`src/hdl/e1_rx_irq_pkg.sv`:
```
// Shared constants for the receive interworking and alternating-pattern interrupt logic.
package e1_rx_irq_pkg;

  // Register port widths.
  localparam int ADDR_W = 16;
  localparam int DATA_W = 8;

  // Register offsets.
  localparam logic [ADDR_W-1:0] STATUS_OFF = 16'h0b0a;
  localparam logic [ADDR_W-1:0] ENABLE_OFF = 16'h0b0b;
  localparam logic [ADDR_W-1:0] CTRL_OFF = 16'h0b0f;

  // Status register field positions.
  localparam int ALT_PRESENT_BIT = 7;
  localparam int ALT_FLAG_BIT = 6;
  localparam int IW_STATE_BIT = 5;
  localparam int IW_FLAG_BIT = 4;

  // Enable register field positions, same layout as the flags.
  localparam int ALT_EN_BIT = 6;
  localparam int IW_EN_BIT = 4;

  // Control register field position.
  localparam int ALGO_EN_BIT = 0;

  // Reset values.
  localparam logic [DATA_W-1:0] ENABLE_RST = 8'h00;
  localparam logic CTRL_RST = 1'b0;
  localparam logic FLAG_RST = 1'b0;

  // Writable and readable bits of the enable register.
  localparam logic [DATA_W-1:0] ENABLE_MASK = 8'h50;

  // Interworking search timing.
  localparam longint unsigned CLK_FREQ_HZ = 64'd10000000;
  localparam longint unsigned IW_TIME_MS = 64'd400;
  localparam longint unsigned IW_TIMEOUT_CYC = (IW_TIME_MS * CLK_FREQ_HZ + 64'd999) / 64'd1000;
  localparam int IW_CNT_W = 22;

  // Number of level inputs watched for changes.
  localparam int NUM_EVENTS = 2;
  localparam int EV_IW = 0;
  localparam int EV_ALT = 1;

  // Interworking search states.
  typedef enum logic [1:0] {
    IW_OFF = 2'b00,
    IW_WAIT = 2'b01,
    IW_NONCRC = 2'b10
  } iw_state_e;

endpackage

```
`src/hdl/e1_rx_interworking_aux_irq.sv`:
```
// Functional notes
// - Interworking change flag sits at status bit 4, cleared by register read or write.
// - Entering non-CRC-4 interworking raises the interworking change event.
// - Leaving interworking back to CRC-4 operation also raises the event.
// - Enable bit 4, reset 0, gates the interworking change interrupt.
// - Enable bit 6, reset 0, gates the alternating pattern change interrupt.
// - Start and end of alternating pattern detection both raise an event.
// - With algorithm on, no multiframe in 400 ms with basic framing declares interworking.
// - Status bit 7 shows live alternating pattern detection; its changes are events.
`timescale 1ns/1ps
`default_nettype none

module e1_rx_interworking_aux_irq #(
  parameter int unsigned IwTimeoutCyc = 32'(e1_rx_irq_pkg::IW_TIMEOUT_CYC)
) (
  input wire logic clk,
  input wire logic rst,
  input wire logic [e1_rx_irq_pkg::ADDR_W-1:0] regAddr,
  input wire logic [e1_rx_irq_pkg::DATA_W-1:0] regWrData,
  input wire logic regWr,
  input wire logic regRd,
  output logic [e1_rx_irq_pkg::DATA_W-1:0] regRdData,
  input wire logic basicFrameAligned,
  input wire logic crc4MfAligned,
  input wire logic altPatternDetected,
  output logic interworkingState,
  output logic irq
);

  import e1_rx_irq_pkg::*;

  localparam logic [IW_CNT_W-1:0] IwLast = IW_CNT_W'(IwTimeoutCyc - 1);

  iw_state_e iwState_r;
  iw_state_e iwState_nxt;
  logic [IW_CNT_W-1:0] iwCnt_r;
  logic iwLevel_r;
  logic algoEn_r;
  logic [DATA_W-1:0] enable_r;
  logic iwFlag_r;
  logic altFlag_r;
  logic [DATA_W-1:0] rdData_r;
  logic irq_r;
  wire logic [NUM_EVENTS-1:0] levels;
  wire logic [NUM_EVENTS-1:0] changes;
  logic statusAccess;
  logic searching;

  // Decodes a strobe aimed at one register offset.
  function automatic logic hit(input logic [ADDR_W-1:0] addr, input logic [ADDR_W-1:0] off);
    hit = (addr == off);
  endfunction

  assign statusAccess = (regRd | regWr) & hit(regAddr, STATUS_OFF);
  assign searching = basicFrameAligned & ~crc4MfAligned;

  //////////////////////////////////////////////////////////////////////////////////////////////
  // Interworking search.

  // Chooses the next search state from alignment and the elapsed count.
  always_comb
  begin
    iwState_nxt = iwState_r;
    case (iwState_r)
      IW_OFF:
      begin
        if (algoEn_r)
        begin
          iwState_nxt = IW_WAIT;
        end
      end
      IW_WAIT:
      begin
        if (!algoEn_r)
        begin
          iwState_nxt = IW_OFF;
        end
        else if (searching && (iwCnt_r == IwLast))
        begin
          iwState_nxt = IW_NONCRC;
        end
      end
      IW_NONCRC:
      begin
        if (!algoEn_r)
        begin
          iwState_nxt = IW_OFF;
        end
        else if (crc4MfAligned)
        begin
          iwState_nxt = IW_WAIT;
        end
      end
      default:
      begin
        iwState_nxt = IW_OFF;
      end
    endcase
  end

  // Holds the search state.
  always_ff @(posedge clk or posedge rst)
  begin
    if (rst)
    begin
      iwState_r <= IW_OFF;
    end
    else
    begin
      iwState_r <= iwState_nxt;
    end
  end

  // Counts cycles of basic framing without multiframe; any break restarts the wait.
  always_ff @(posedge clk or posedge rst)
  begin
    if (rst)
    begin
      iwCnt_r <= '0;
    end
    else if ((iwState_r == IW_WAIT) && searching && (iwCnt_r != IwLast))
    begin
      iwCnt_r <= iwCnt_r + 1'b1;
    end
    else if (iwState_r != IW_WAIT || !searching)
    begin
      iwCnt_r <= '0;
    end
  end

  // Level seen by software and by the change detector.
  always_ff @(posedge clk or posedge rst)
  begin
    if (rst)
    begin
      iwLevel_r <= 1'b0;
    end
    else
    begin
      iwLevel_r <= (iwState_nxt == IW_NONCRC);
    end
  end

  //////////////////////////////////////////////////////////////////////////////////////////////
  // Change detection.

  assign levels[EV_IW] = iwLevel_r;
  assign levels[EV_ALT] = altPatternDetected;

  // One detector per watched level.
  for (genvar i = 0; i < NUM_EVENTS; i++)
  begin : g_change
    level_change_detect u_detect (
      .clk(clk),
      .rst(rst),
      .level(levels[i]),
      .changed(changes[i])
    );
  end

  //////////////////////////////////////////////////////////////////////////////////////////////
  // Sticky flags; a new event in the clearing cycle keeps the flag set.

  // Interworking change flag.
  always_ff @(posedge clk or posedge rst)
  begin
    if (rst)
    begin
      iwFlag_r <= FLAG_RST;
    end
    else
    begin
      iwFlag_r <= (iwFlag_r & ~statusAccess) | changes[EV_IW];
    end
  end

  // Alternating pattern change flag.
  always_ff @(posedge clk or posedge rst)
  begin
    if (rst)
    begin
      altFlag_r <= FLAG_RST;
    end
    else
    begin
      altFlag_r <= (altFlag_r & ~statusAccess) | changes[EV_ALT];
    end
  end

  //////////////////////////////////////////////////////////////////////////////////////////////
  // Writable registers.

  // Enable register keeps only its two defined bits.
  always_ff @(posedge clk or posedge rst)
  begin
    if (rst)
    begin
      enable_r <= ENABLE_RST;
    end
    else if (regWr && hit(regAddr, ENABLE_OFF))
    begin
      enable_r <= regWrData & ENABLE_MASK;
    end
  end

  // Control register holds the algorithm enable.
  always_ff @(posedge clk or posedge rst)
  begin
    if (rst)
    begin
      algoEn_r <= CTRL_RST;
    end
    else if (regWr && hit(regAddr, CTRL_OFF))
    begin
      algoEn_r <= regWrData[ALGO_EN_BIT];
    end
  end

  //////////////////////////////////////////////////////////////////////////////////////////////
  // Read path and interrupt.

  // Read data stand one cycle after the strobe and are zero otherwise.
  always_ff @(posedge clk or posedge rst)
  begin
    if (rst)
    begin
      rdData_r <= '0;
    end
    else
    begin
      rdData_r <= '0;
      if (regRd && hit(regAddr, STATUS_OFF))
      begin
        rdData_r[ALT_PRESENT_BIT] <= altPatternDetected;
        rdData_r[ALT_FLAG_BIT] <= altFlag_r;
        rdData_r[IW_STATE_BIT] <= iwLevel_r;
        rdData_r[IW_FLAG_BIT] <= iwFlag_r;
      end
      else if (regRd && hit(regAddr, ENABLE_OFF))
      begin
        rdData_r <= enable_r;
      end
      else if (regRd && hit(regAddr, CTRL_OFF))
      begin
        rdData_r[ALGO_EN_BIT] <= algoEn_r;
      end
    end
  end

  // Interrupt level follows the enabled flags one cycle later.
  always_ff @(posedge clk or posedge rst)
  begin
    if (rst)
    begin
      irq_r <= 1'b0;
    end
    else
    begin
      irq_r <= (iwFlag_r & enable_r[IW_EN_BIT]) | (altFlag_r & enable_r[ALT_EN_BIT]);
    end
  end

  assign regRdData = rdData_r;
  assign interworkingState = iwLevel_r;
  assign irq = irq_r;
endmodule
`default_nettype wire

```
`src/hdl/level_change_detect.sv`:
```
`timescale 1ns/1ps
`default_nettype none

// Gives a one-cycle pulse in the cycle a level differs from its value one cycle earlier.
module level_change_detect (
  input wire logic clk,
  input wire logic rst,
  input wire logic level,
  output logic changed
);

  logic level_r;

  // Remembers the level of the previous cycle.
  always_ff @(posedge clk or posedge rst)
  begin
    if (rst)
    begin
      level_r <= 1'b0;
    end
    else
    begin
      level_r <= level;
    end
  end

  // Both rising and falling transitions count.
  assign changed = level ^ level_r;

endmodule
`default_nettype wire
```
`config.mk`:
```
export PLATFORM = sky130hd
export DESIGN_NAME = e1_rx_interworking_aux_irq
export DESIGN_NICKNAME = d
export VERILOG_FILES = /design/src/hdl/e1_rx_irq_pkg.sv /design/src/hdl/e1_rx_interworking_aux_irq.sv /design/src/hdl/level_change_detect.sv
export SDC_FILE = /design/constraint.sdc
export NUM_CORES = 1
export LEC_CHECK = 0
export BUFFER_PORTS_ARGS = -buffer_cell sky130_fd_sc_hd__buf_2
export CORE_UTILIZATION = 35
export CTS_CLUSTER_SIZE = 16
export DETAILED_ROUTE_END_ITERATION = 8
export HOLD_SLACK_MARGIN = 0.12
export PLACE_DENSITY_LB_ADDON = 0.08
export SLEW_MARGIN = 20
export SYNTH_ARGS = -nofsm -noshare
export SYNTH_HDL_FRONTEND = slang
export SYNTH_SLANG_ARGS = --single-unit
```
`constraint.sdc`:
```
create_clock -name clk -period 2.4 [get_ports clk]
set_clock_uncertainty 0.1 [all_clocks]
set_input_delay 0.48 -clock clk [delete_from_list [all_inputs] [get_ports clk]]
set_output_delay 0.48 -clock clk [all_outputs]
set_load 0.01 [all_outputs]
```
# Word-level counts from Yosys, hierarchy flattened
# Cells that the tools add are included.
# totals
register_bits	41
output_inout_bits	10
word_cells	60
# op_classes
addsub	1
n_eq_ne	9
mux	13
bitwise	14
n_reduce_logical	12
# op_table
cell	count
16-bit by 12-bit equality test with 1-bit output, second input constant	3
22-bit 2-to-1 mux	2
22-bit by 1-bit adder with 22-bit output, second input constant	1
22-bit equality test, second input constant	1
22-bit != test, second input constant	1
2-bit 2-to-1 mux	5
1-bit logical AND	8
4-bit 2-to-1 mux	2
1-bit bitwise AND	6
6-bit 2-to-1 mux	1
2-bit one-hot mux with 3 select lines	1
2-bit equality test, second input constant	2
1-bit OR	4
2-bit by 1-bit equality test with 1-bit output, second input constant	1
2-bit zero test	1
1-bit 2-to-1 mux	2
2-bit by 1-bit != test with 1-bit output, second input constant	1
1-bit NOT	2
2-bit nonzero test	1
1-bit bitwise XOR	2
1-bit zero test	1
1-bit logical OR	1

# Logic depth before layout (Yosys ltp)
# Gate-level depths: netlist of the first run.
# logic_depth
ltp_word	7
depth_mapped	6
mapped_depth_nobuf	5

# Cells and area by module
# A second synthesis of the first run with hierarchy kept.
# hier_totals
hier_cells	194
hier_area_um2	1956.9
# by_module_without_submodules
module	instances	cells_per_inst	area_per_inst_um2	seq_area_each_um2
e1_rx_interworking_aux_irq	1	188	1881.8	900.9
level_change_detect	2	3	37.5	25.0

# Least setup slack after synthesis of the first run
# OpenSTA, ideal clock, no wires.
# synth_path
path_kind	in2reg
startpoint	input regAddr[13] (netlist bit)
endpoint	register enable_r[4]
setup_ns	0.125
arrival_ns	1.750
required_ns	2.175
slack_ns	0.425
path_stages	3
n_path_buf	0
path_cell_list	or4_1 > nor4_1 > mux2_2
# synth_between
elab_chain_cells	2
# synth_rtl
item	line	rtl
from (decl)	e1_rx_interworking_aux_irq.sv:18	input wire logic [e1_rx_irq_pkg::ADDR_W-1:0] regAddr,
16-bit by 12-bit equality test with 1-bit output	e1_rx_interworking_aux_irq.sv:51	hit = (addr == off);
1-bit logical AND	e1_rx_interworking_aux_irq.sv:200	else if (regWr && hit(regAddr, ENABLE_OFF))
to (signal assigned)	e1_rx_interworking_aux_irq.sv:202	enable_r <= regWrData & ENABLE_MASK;
to (decl)	e1_rx_interworking_aux_irq.sv:39	logic [DATA_W-1:0] enable_r;
# Every way passes these cells.
# A chain may end at the register's enable or synchronous reset.

# Worst setup path after layout of the first run
# layout_path
startpoint	register iwCnt_r[9]
endpoint	register iwCnt_r[19]
# layout_between
elab_chain_cells	3
# layout_rtl
item	line	rtl
from (decl)	e1_rx_interworking_aux_irq.sv:36	logic [IW_CNT_W-1:0] iwCnt_r;
from (signal assigned)	e1_rx_interworking_aux_irq.sv:123	iwCnt_r <= iwCnt_r + 1'b1;
parallel branches: the longest is 3 deep, another holds 22-bit by 1-bit adder with 22-bit output	-	
# Parallel ways; which one is timed is not known.

==> results of run 1 <==
==> worst paths after layout <==
| check | start | to | slack [ns] | cells past startpoint |
|---|---|---|---|---|
| max in group asynchronous | rst | iwState_r[0] | 1.68 | 3 |
| hold reg to reg | interworkingState | g_change[0].u_detect.level_r | 0.34 | 0 |
| hold / removal | rst | g_change[1].u_detect.level_r | 0.18 | 3 |
| setup reg to reg | iwCnt_r[9] | iwCnt_r[19] | 0.36 | 4 |
| min in group clk | altPatternDetected | g_change[1].u_detect.level_r | 0.23 | 1 |
| setup / recovery | iwCnt_r[9] | iwCnt_r[19] | 0.36 | 4 |
==> metal layers <==
metal	vias to the layer above	global-route usage	wire [µm]
li1	814	-	-
met1	755	0.220	2090
met2	26	0.223	1900
met3	7	0.0323	103
met4	0	0.0635	67
met5	-	0	0
==> synthesized netlist by cell type (all sizes together) (4+ instances only) <==
cell type and instances:
clkbuf 4, nand4 10, nor4bb 4, and2 4, or3 5, buf 4, inv 10, dfrtp 38
o21ai 13, xnor2 7, nor3b 4, a21oi 12, nor2 17, nand2 11, a31oi 4, nor3 7
nand3 12
==> power by group through the flow <==
stage	sequential [mW]	combinational [mW]	clock, mW
floorplan	0.654	0.0265	0
global placement	0.654	0.0524	0
detailed placement	0.654	0.0529	0
CTS	0.641	0.0530	0.573
global route	0.641	0.0589	0.594
finish	0.641	0.0513	0.554
==> layout make-up <==
class	count	area [µm²]	area share
Sequential cell	38	951	0.411
Multi-Input combinational cell	147	913	0.394
Timing Repair Buffer	39	213	0.0918
Tap cell	70	87.6	0.0378
Clock buffer	5	68.8	0.0297
Clock inverter	3	45.0	0.0194
Inverter	10	37.5	0.0162
==> cells by family after synthesis <==
group | count (synthesis)
xor+xnor | 7
compound gates | 40
mux | 5
buf+inv | 18
fa+ha+maj | 1
flops | 38
other cells | 1
simple gates | 91
==> tightest hold or removal path, stage by stage <==
cell and delay, ns:
sky130_fd_sc_hd__buf_2 0.09, sky130_fd_sc_hd__inv_1 0.04, sky130_fd_sc_hd__buf_4 0.41
==> flip-flops by register name, summed over array words and instances (netlist names) <==
signal                     cells
enable_r                       2
iwFlag_r                       1
iwState_r                      2
algoEn_r                       1
irq                            1
regRdData                      5
iwCnt_r                       22
altFlag_r                      1
g_change.u_detect.level_r      2
interworkingState              1
==> cell usage in the layout (no fill, tap or decap), drive strengths merged, types with 2 or more instances in the layout <==
master | Yosys | routed
mux2i | 2 | 2
a21oi | 12 | 12
nor3 | 7 | 7
xnor2 | 7 | 7
nor3b | 4 | 4
nor4 | 3 | 3
dfrtp | 38 | 38
clkbuf | 4 | 5
or4 | 2 | 2
clkinvlp | 0 | 2
conb | 1 | 3
a31o | 3 | 3
a31oi | 4 | 4
and3 | 2 | 2
and2 | 4 | 4
nand2 | 11 | 11
nor4b | 2 | 2
inv | 10 | 10
mux2 | 3 | 3
and4 | 2 | 2
buf | 4 | 39
nor4bb | 4 | 4
nor2 | 17 | 17
nand4 | 10 | 10
o21ai | 13 | 13
nand3 | 12 | 12
a211oi | 2 | 2
or3 | 5 | 5
==> through the flow <==
step / area [µm²] / power (mW) / instances
5_1_grt: 2320 / 1.29 / 312
3_5_place_dp: 2200 / 0.707 / 304
2_1_floorplan: 1940 / 0.680 / 203
6_report: 2320 / 1.25 / 312
4_1_cts: 2320 / 1.27 / 312
3_3_place_gp: 2200 / 0.706 / 304
==> results.sh, run 1 <==
export IMPL_outcome="completed"
export IMPL_fraction_of_synthesized_cell_area_in_xor_and_xnor_cells=0.0317
export IMPL_power_clock_fraction=0.444
export IMPL_synth_adder_area_share=0.00646
export IMPL_synth_compound_gate_area_share=0.125
export IMPL_setup_violations=0
export IMPL_timing_setup_tns_ns=0
export IMPL_synth_unique_cells=43
export IMPL_synth_avg_cell_area_um2=9.64
export IMPL_power_per_cell_area_nw_per_um2=538
export IMPL_cts_htree_levels=2
export IMPL_timing_max_transition_violations_final=0
export IMPL_cts_buffers=5
export IMPL_firstDrtPassIters=4
export IMPL_internal_power_uw=972
export IMPL_synth_yosys_warnings=0
export IMPL_layout_core_utilization=0.445
export IMPL_fp_dieH_um=76.4
export IMPL_max_capacitance_violation_total=0
export IMPL_dp_final_hpwl_mm=3.00
export IMPL_cts_hold_repair_buffers=0
export IMPL_grt_setup_unrepaired="no"
export IMPL_clkTransAtPathRegs_ns=0.08
export IMPL_yosys_area_top_type_share=0.491
export IMPL_maxSlewHeadroom=0.633
export IMPL_fillCellCount=517
export IMPL_core_area_um2=5200
export IMPL_cts_sinks=38
export IMPL_crit_fanout=10
export IMPL_place_gp_congestion=0.770
export IMPL_vdd_ir_drop_max_uv=271
export IMPL_worst_ep_required_time_ns=2.53
export IMPL_detailroute_via_count=1602
export IMPL_worst_path_max_delay_cell="sky130_fd_sc_hd__or4_1"
export IMPL_fmax_mhz=491
export IMPL_worst_ep_arrival_time_ns=2.17
export IMPL_synth_simple_gate_area_frac=0.275
export IMPL_track_usage=0.153
export IMPL_cp_delay_by_family_top="simple AND/OR/NAND/NOR gates"
export IMPL_netlist_top_cell_by_area="sky130_fd_sc_hd__dfrtp_1"
export IMPL_timing_setup_critical_path_class="flop to flop"
export IMPL_postCtsResizedCells=0
export IMPL_post_route_cells_drive_above_1_share=0.227
export IMPL_drcViolationCount=0
export IMPL_muxShareOfSynthArea=0.0278
export IMPL_rows=26
export IMPL_floorplan_die_width_um=76.4
export IMPL_routed_wirelength_mm=4.16
export IMPL_final_setup_worst_slack_ns=0.362
export IMPL_synth_seq_cells=38
export IMPL_synth_edf_count=0
export IMPL_comb_power_share=0.041
export IMPL_cp_slowest_stage_delay_ns=0.71
export IMPL_grt_antenna_before_repair=0
export IMPL_hold_path_class="input pin to async pin"
export IMPL_cts_root_buffer_cell="sky130_fd_sc_hd__clkbuf_8"
export IMPL_pre_cts_ws_ns=0.237
export IMPL_fin_crit_ns=2.04
export IMPL_antenna_left=0
export IMPL_crit_path_cell_trace="nand4_2 > or4_1 > or3_1 > a21oi_1"
export IMPL_timing_critical_path_from_type="flop"
export IMPL_clock_insertion_delay_worst_skew_ns=0.30
export IMPL_via_per_inst=5.13
export IMPL_hold_ws_ns=0.181
export IMPL_static_leakage_power_nw=0.978
export IMPL_seqPwrFrac=0.514
export IMPL_type_of_element_capturing_the_critical_path="flop"
export IMPL_syn_cell_area_um2=1940
export IMPL_io_pin_count=41
export IMPL_cts_setup_buffers=0
export IMPL_most_frequently_used_flop_master_after_synthesis="sky130_fd_sc_hd__dfrtp_1"
export IMPL_sequential_fraction_of_the_synthesis_area=0.491
export IMPL_nNetsFinal=273
export IMPL_dominant_combinational_cell_family_by_area_after_synthesis="simple AND/OR/NAND/NOR gates"
export IMPL_synthesis_instances=201
export IMPL_area_delta_synth_final_pct=19.6
export IMPL_placement_io_buffers=32
export IMPL_drt_initial_drc_count=76
export IMPL_num_antenna_cells=0
export IMPL_tightest_slew_ns=0.549
export IMPL_die_area_um2=5840
export IMPL_start_util=0.372
export IMPL_sw_frac_of_total=0.220
export IMPL_critPathBufInv=0
export IMPL_clock_path_buffers=2
export IMPL_grt_pass1_vias=1474
export IMPL_tritoncts="built"
export IMPL_power_switching_uw=274
export IMPL_crit_share_post_route=0.849
export IMPL_async_reset_ff_frac=1.00
export IMPL_hold_viol_final=0
export IMPL_grt_ovfl_total=0
export IMPL_grt_first_pass_wirelength_mm=7.10
export IMPL_detail_routed_net_length_per_standard_cell_um=13.3
export IMPL_grt_max_degree=39
export IMPL_synth_top_cells_by_area="sky130_fd_sc_hd__dfrtp_1 (49%), sky130_fd_sc_hd__o21ai_0 (3.4%), sky130_fd_sc_hd__nor2_1 (3.3%)"
Power figures use the tool's default switching activity.
==> run 2, diff against run 1 <==
- clock period: 2.4 -> 1.9 ns (I/O delays scaled with it)
==> run 2 against run 1 <==
Compared with the run above:
- hold slack lost 0.070 ns
- combinational power is 27% higher
- global-route usage up 0.78 points
==> results.sh, run 2 (same netlist as run 1, synthesis figures left out) <==
export IMPL_routed_wirelength_mm=4.49
export IMPL_timing_setup_tns_ns=0
export IMPL_cts_sinks=38
export IMPL_antenna_left=0
export IMPL_post_route_cells_drive_above_1_share=0.321
export IMPL_critPathLaunch="iwCnt_r[11]"
export IMPL_rr_startpoint="iwCnt_r[11]"
export IMPL_clock_path_buffers=2
export IMPL_track_usage=0.161
export IMPL_cts_root_buffer_cell="sky130_fd_sc_hd__clkbuf_8"
export IMPL_floorplan_die_width_um=76.4
export IMPL_via_per_inst=5.11
export IMPL_grt_ovfl_total=0
export IMPL_rows=26
export IMPL_cts_htree_levels=2
export IMPL_hold_path_class="input pin to async pin"
export IMPL_power_per_cell_area_nw_per_um2=557
export IMPL_place_gp_congestion=0.771
export IMPL_die_area_um2=5840
export IMPL_crit_fanout=3
export IMPL_detailroute_via_count=1727
export IMPL_static_leakage_power_nw=1.13
export IMPL_flip_flop_count_of_the_largest_register_all_copies_and_words_added=22
export IMPL_io_pin_count=41
export IMPL_final_setup_worst_slack_ns=0.0875
export IMPL_num_antenna_cells=0
export IMPL_max_capacitance_violation_total=0
export IMPL_grt_pass1_vias=1662
export IMPL_grt_antenna_before_repair=0
export IMPL_fin_crit_ns=1.81
export IMPL_dp_final_hpwl_mm=3.26
export IMPL_core_area_um2=5200
export IMPL_most_frequent_cells_in_the_layout="sky130_fd_sc_hd__dfrtp_1 (38), sky130_fd_sc_hd__buf_4 (33), sky130_fd_sc_hd__buf_2 (32)"
export IMPL_worst_ep_required_time_ns=2.00
export IMPL_hold_viol_final=0
export IMPL_clock_insertion_delay_worst_skew_ns=0.28
export IMPL_drt_initial_drc_count=61
export IMPL_most_common_library_cell_in_the_layout_ignoring_fill_and_taps="sky130_fd_sc_hd__dfrtp_1"
export IMPL_tritoncts="built"
export IMPL_pre_cts_ws_ns=-0.128
export IMPL_grt_setup_unrepaired="yes"
export IMPL_worst_ep_arrival_time_ns=1.92
export IMPL_nNetsFinal=301
export IMPL_clkTransAtPathRegs_ns=0.07
export IMPL_timing_setup_critical_path_class="flop to flop"
export IMPL_vdd_ir_drop_max_uv=232
export IMPL_cts_buffers=5
export IMPL_drcViolationCount=0
export IMPL_firstDrtPassIters=4
export IMPL_detail_routed_net_length_per_standard_cell_um=13.3
export IMPL_placement_io_buffers=32
export IMPL_start_util=0.372
export IMPL_crit_share_post_route=0.954
export IMPL_grt_max_degree=39
export IMPL_fmax_mhz=552
export IMPL_type_of_element_capturing_the_critical_path="flop"
export IMPL_timing_max_transition_violations_final=0
export IMPL_largest_register="iwCnt_r"
export IMPL_fp_dieH_um=76.4
export IMPL_area_delta_synth_final_pct=31.0
export IMPL_grt_first_pass_wirelength_mm=7.51
export IMPL_outcome="completed"
export IMPL_setup_violations=0
export IMPL_timing_critical_path_from_type="flop"
[run 2: changes by cell type in the layout (fill, tap and decap cells not counted), sizes merged]
cell,change
clkbuf,+1
clkinvlp,-2
bufinv,-1
buf,+28
[run 2: area by class of cell]
| class | instances | area, µm² |
|---|---|---|
| fillers | 506 | 2670 |
| well taps | 70 | 87.6 |
| flip-flops and latches | 38 | 951 |
| repair buffers | 67 | 430 |
| clock buffers | 6 | 82.6 |
| inverters | 10 | 37.5 |
| multi-input cells | 147 | 948 |
[run 2: metal layers]
| layer | GRT usage | vias to the layer above | wire [µm] |
|---|---|---|---|
| met5 | 0 | - | 0 |
| li1 | - | 871 | - |
| met1 | 0.222 | 825 | 2220 |
| met3 | 0.0323 | 4 | 119 |
| met2 | 0.250 | 27 | 2110 |
| met4 | 0.0615 | 0 | 42 |
[run 2: final timing paths]
path	cells past startpoint	endpoint	slack (ns)
worst min register to register	0	g_change[0].u_detect.level_r	0.34
max in group asynchronous	3	iwCnt_r[9]	1.24
worst min-delay path	3	iwCnt_r[13]	0.11
min in group clk	1	g_change[1].u_detect.level_r	0.15
worst max register to register	5	interworkingState	0.09
worst max-delay path	5	interworkingState	0.09
[run 2: where the power goes]
group	leakage [nW]	internal (mW)	switching, mW
combinational	0.568	0.0285	0.0368
clock	0.0431	0.280	0.257
sequential	0.518	0.810	0.000518
[run 2: metrics by stage]
stage          hold slack, ns  cell area [µm²]  power (mW)  instances   util
2_1_floorplan           0.311             1940       0.859        203      -
3_3_place_gp            0.325             2370       0.891        327  0.456
3_5_place_dp            0.334             2370       0.892        327  0.456
4_1_cts                 0.127             2460        1.43        333  0.473
5_1_grt                 0.138             2540        1.48        338  0.488
6_report                0.110             2540        1.41        338  0.488
[run 2: what timing repair did]
action / CTS / global route
resized for setup: 1 / 7
hold buffers: 0 / 0
endpoints found under the setup margin: 3 / 9
pin swaps: 0 / 6
setup buffers: 0 / 5
[run 2: critical path: stages (launching register included)]
cell	delay (ns)
sky130_fd_sc_hd__dfrtp_1	0.36
sky130_fd_sc_hd__buf_4	0.13
sky130_fd_sc_hd__nor4bb_2	0.27
sky130_fd_sc_hd__nand4_1	0.26
sky130_fd_sc_hd__o32a_1	0.44
sky130_fd_sc_hd__nor3b_2	0.18
==> run 3, diff against run 2 <==
- CORE_UTILIZATION: 35 -> 49
- clock period: 1.9 -> 1.55 ns (I/O delays scaled with it)
==> run 3 against run 2 <==
Compared with the run above:
- the run now ends with setup timing left
- utilization is 28 points higher
- sequential share of layout area is 4.1 points lower
- design area up 13%
- combinational power up 47%
- hold slack improved by 0.033 ns
- via count increased by 8.3%
==> results.sh, run 3 (same netlist as run 1, synthesis figures left out) <==
export IMPL_worst_hold_path_endpoint="enable_r[4]"
export IMPL_flip_flop_count_of_the_largest_register_all_copies_and_words_added=22
export IMPL_placement_io_buffers=32
export IMPL_reg2reg_to="iwCnt_r[13]"
export IMPL_sw_frac_of_total=0.224
export IMPL_drt_initial_drc_count=84
export IMPL_layout_core_utilization=0.770
export IMPL_num_antenna_cells=0
export IMPL_seqPwrFrac=0.508
export IMPL_grt_antenna_before_repair=0
export IMPL_dp_final_hpwl_mm=3.34
export IMPL_worst_path_max_delay_cell="sky130_fd_sc_hd__or4_4"
export IMPL_max_capacitance_violation_total=0
export IMPL_whs_path_depth=2
export IMPL_detailroute_via_count=1870
export IMPL_via_per_inst=5.60
export IMPL_clock_path_buffers=2
export IMPL_track_usage=0.264
export IMPL_die_area_um2=4210
export IMPL_most_common_library_cell_in_the_layout_ignoring_fill_and_taps="sky130_fd_sc_hd__buf_4"
export IMPL_power_per_cell_area_nw_per_um2=683
export IMPL_min_from="regWrData[4]"
export IMPL_crit_path_cell_trace="nand4_2 > or4_4 > or3_1 > a21oi_2"
export IMPL_area_delta_synth_final_pct=47.7
export IMPL_drcViolationCount=0
export IMPL_cts_root_buffer_cell="sky130_fd_sc_hd__clkbuf_8"
export IMPL_cp_delay_by_family_top="simple AND/OR/NAND/NOR gates"
export IMPL_place_gp_congestion=0.850
export IMPL_crit_share_post_route=1.12
export IMPL_fmax_mhz=577
export IMPL_cp_slowest_stage_delay_ns=0.47
export IMPL_clock_insertion_delay_worst_skew_ns=0.30
export IMPL_crit_fanout=5
export IMPL_fin_crit_ns=1.73
export IMPL_static_leakage_power_nw=1.27
export IMPL_vdd_ir_drop_max_uv=602
export IMPL_critPathBufInv=0
export IMPL_hold_viol_final=0
export IMPL_cts_buffers=5
export IMPL_grt_first_pass_wirelength_mm=8.38
export IMPL_timing_critical_path_from_type="flop"
export IMPL_worst_ep_required_time_ns=1.68
export IMPL_r2r_slack_ns=-0.18
export IMPL_hold_path_class="input pin to flop"
export IMPL_start_util=0.521
export IMPL_internal_power_mw=1.51
export IMPL_tritoncts="built"
export IMPL_setup_violations=15
export IMPL_firstDrtPassIters=4
export IMPL_worst_ep_arrival_time_ns=1.87
export IMPL_post_route_cells_drive_above_1_share=0.465
export IMPL_timing_reg2reg_worst_path_depth=4
export IMPL_cts_sinks=38
export IMPL_most_frequent_cells_in_the_layout="sky130_fd_sc_hd__buf_4 (45), sky130_fd_sc_hd__dfrtp_1 (36), sky130_fd_sc_hd__buf_2 (32)"
export IMPL_antenna_left=0
export IMPL_rr_startpoint="iwCnt_r[11]"
export IMPL_final_setup_worst_slack_ns=-0.184
export IMPL_floorplan_die_width_um=64.9
export IMPL_largest_register="iwCnt_r"
export IMPL_type_of_element_capturing_the_critical_path="flop"
export IMPL_timing_max_transition_violations_final=0
export IMPL_core_area_um2=3720
export IMPL_outcome="complete, but fails checks"
export IMPL_detail_routed_net_length_per_standard_cell_um=15.2
export IMPL_timing_setup_critical_path_class="flop to flop"
export IMPL_grt_pass1_vias=1932
export IMPL_p_total_mw=1.95
export IMPL_clkTransAtPathRegs_ns=0.09
export IMPL_fp_dieH_um=64.9
export IMPL_violations="setup timing"
export IMPL_cts_htree_levels=2
export IMPL_rows=22
export IMPL_grt_max_degree=39
export IMPL_io_pin_count=41
export IMPL_critPathLaunch="iwCnt_r[11]"
export IMPL_critical_path_cell_count=4
export IMPL_comb_power_share=0.049
export IMPL_grt_ovfl_total=0
export IMPL_nNetsFinal=317
export IMPL_routed_wirelength_mm=5.07
export IMPL_grt_setup_unrepaired="yes"
export IMPL_power_clock_fraction=0.443
export IMPL_power_switching_uw=438
-- run 3: metal layers --
layer  wire (µm)  track usage  vias to the layer above
li1            -            -                      906
met1        2050        0.293                      908
met2        2740        0.475                       44
met3         166       0.0581                       12
met4         112        0.117                        0
met5           0            0                        -
-- run 3: power groups by stage --
stage          Combinational [mW]  Sequential (mW)  Clock [mW]
6_report                   0.0959            0.992       0.865
5_1_grt                     0.108            0.992       0.906
4_1_cts                    0.0964            0.992       0.875
3_5_place_dp               0.0906             1.01           0
3_3_place_gp               0.0861             1.01           0
2_1_floorplan              0.0461             1.01           0
-- run 3: metrics by stage --
stage | cell area [µm²] | TNS, ns | worst slack (ns) | cells | hold slack [ns]
after detailed placement | 2480 | -4.71 | -0.354 | 314 | 0.332
after global routing | 2860 | -3.85 | -0.252 | 334 | 0.141
after floorplan | 2010 | -2.63 | -0.259 | 203 | 0.241
after global placement | 2480 | -3.59 | -0.283 | 314 | 0.336
after CTS | 2780 | -1.28 | -0.140 | 332 | 0.135
final | 2860 | -1.56 | -0.184 | 334 | 0.143
-- run 3: final cells by class --
type | instances | area (µm²)
Tap cell | 48 | 60.1
Fill cell | 260 | 856
Inverter | 10 | 37.5
Multi-Input combinational cell | 148 | 1130
Clock inverter | 3 | 45.0
Timing Repair Buffer | 82 | 561
Sequential cell | 38 | 953
Clock buffer | 5 | 68.8
-- run 3: worst max-delay path by stage --
stage | end
CTS | iwCnt_r[13]
floorplan | interworkingState
detailed placement | enable_r[6]
finish | iwCnt_r[13]
global route | iwState_r[1]
global placement | enable_r[6]
-- run 3: repair_timing --
action / in CTS / in global routing
pin swaps: 8 / 12
endpoints found under the hold margin: 39 / 0
setup endpoints to repair: 23 / 27
hold buffers: 2 / 0
cloned: 1 / 0
buffers inserted: 7 / 3
resized for setup: 24 / 18
-- run 3: worst register-to-register path: cells and delay by family (launching register included) --
kind | cells | cell delay [ns]
AND/OR/NAND/NOR | 3 | 0.98
AO/OA/AOI/OAI | 1 | 0.14
flip-flops | 1 | 0.44
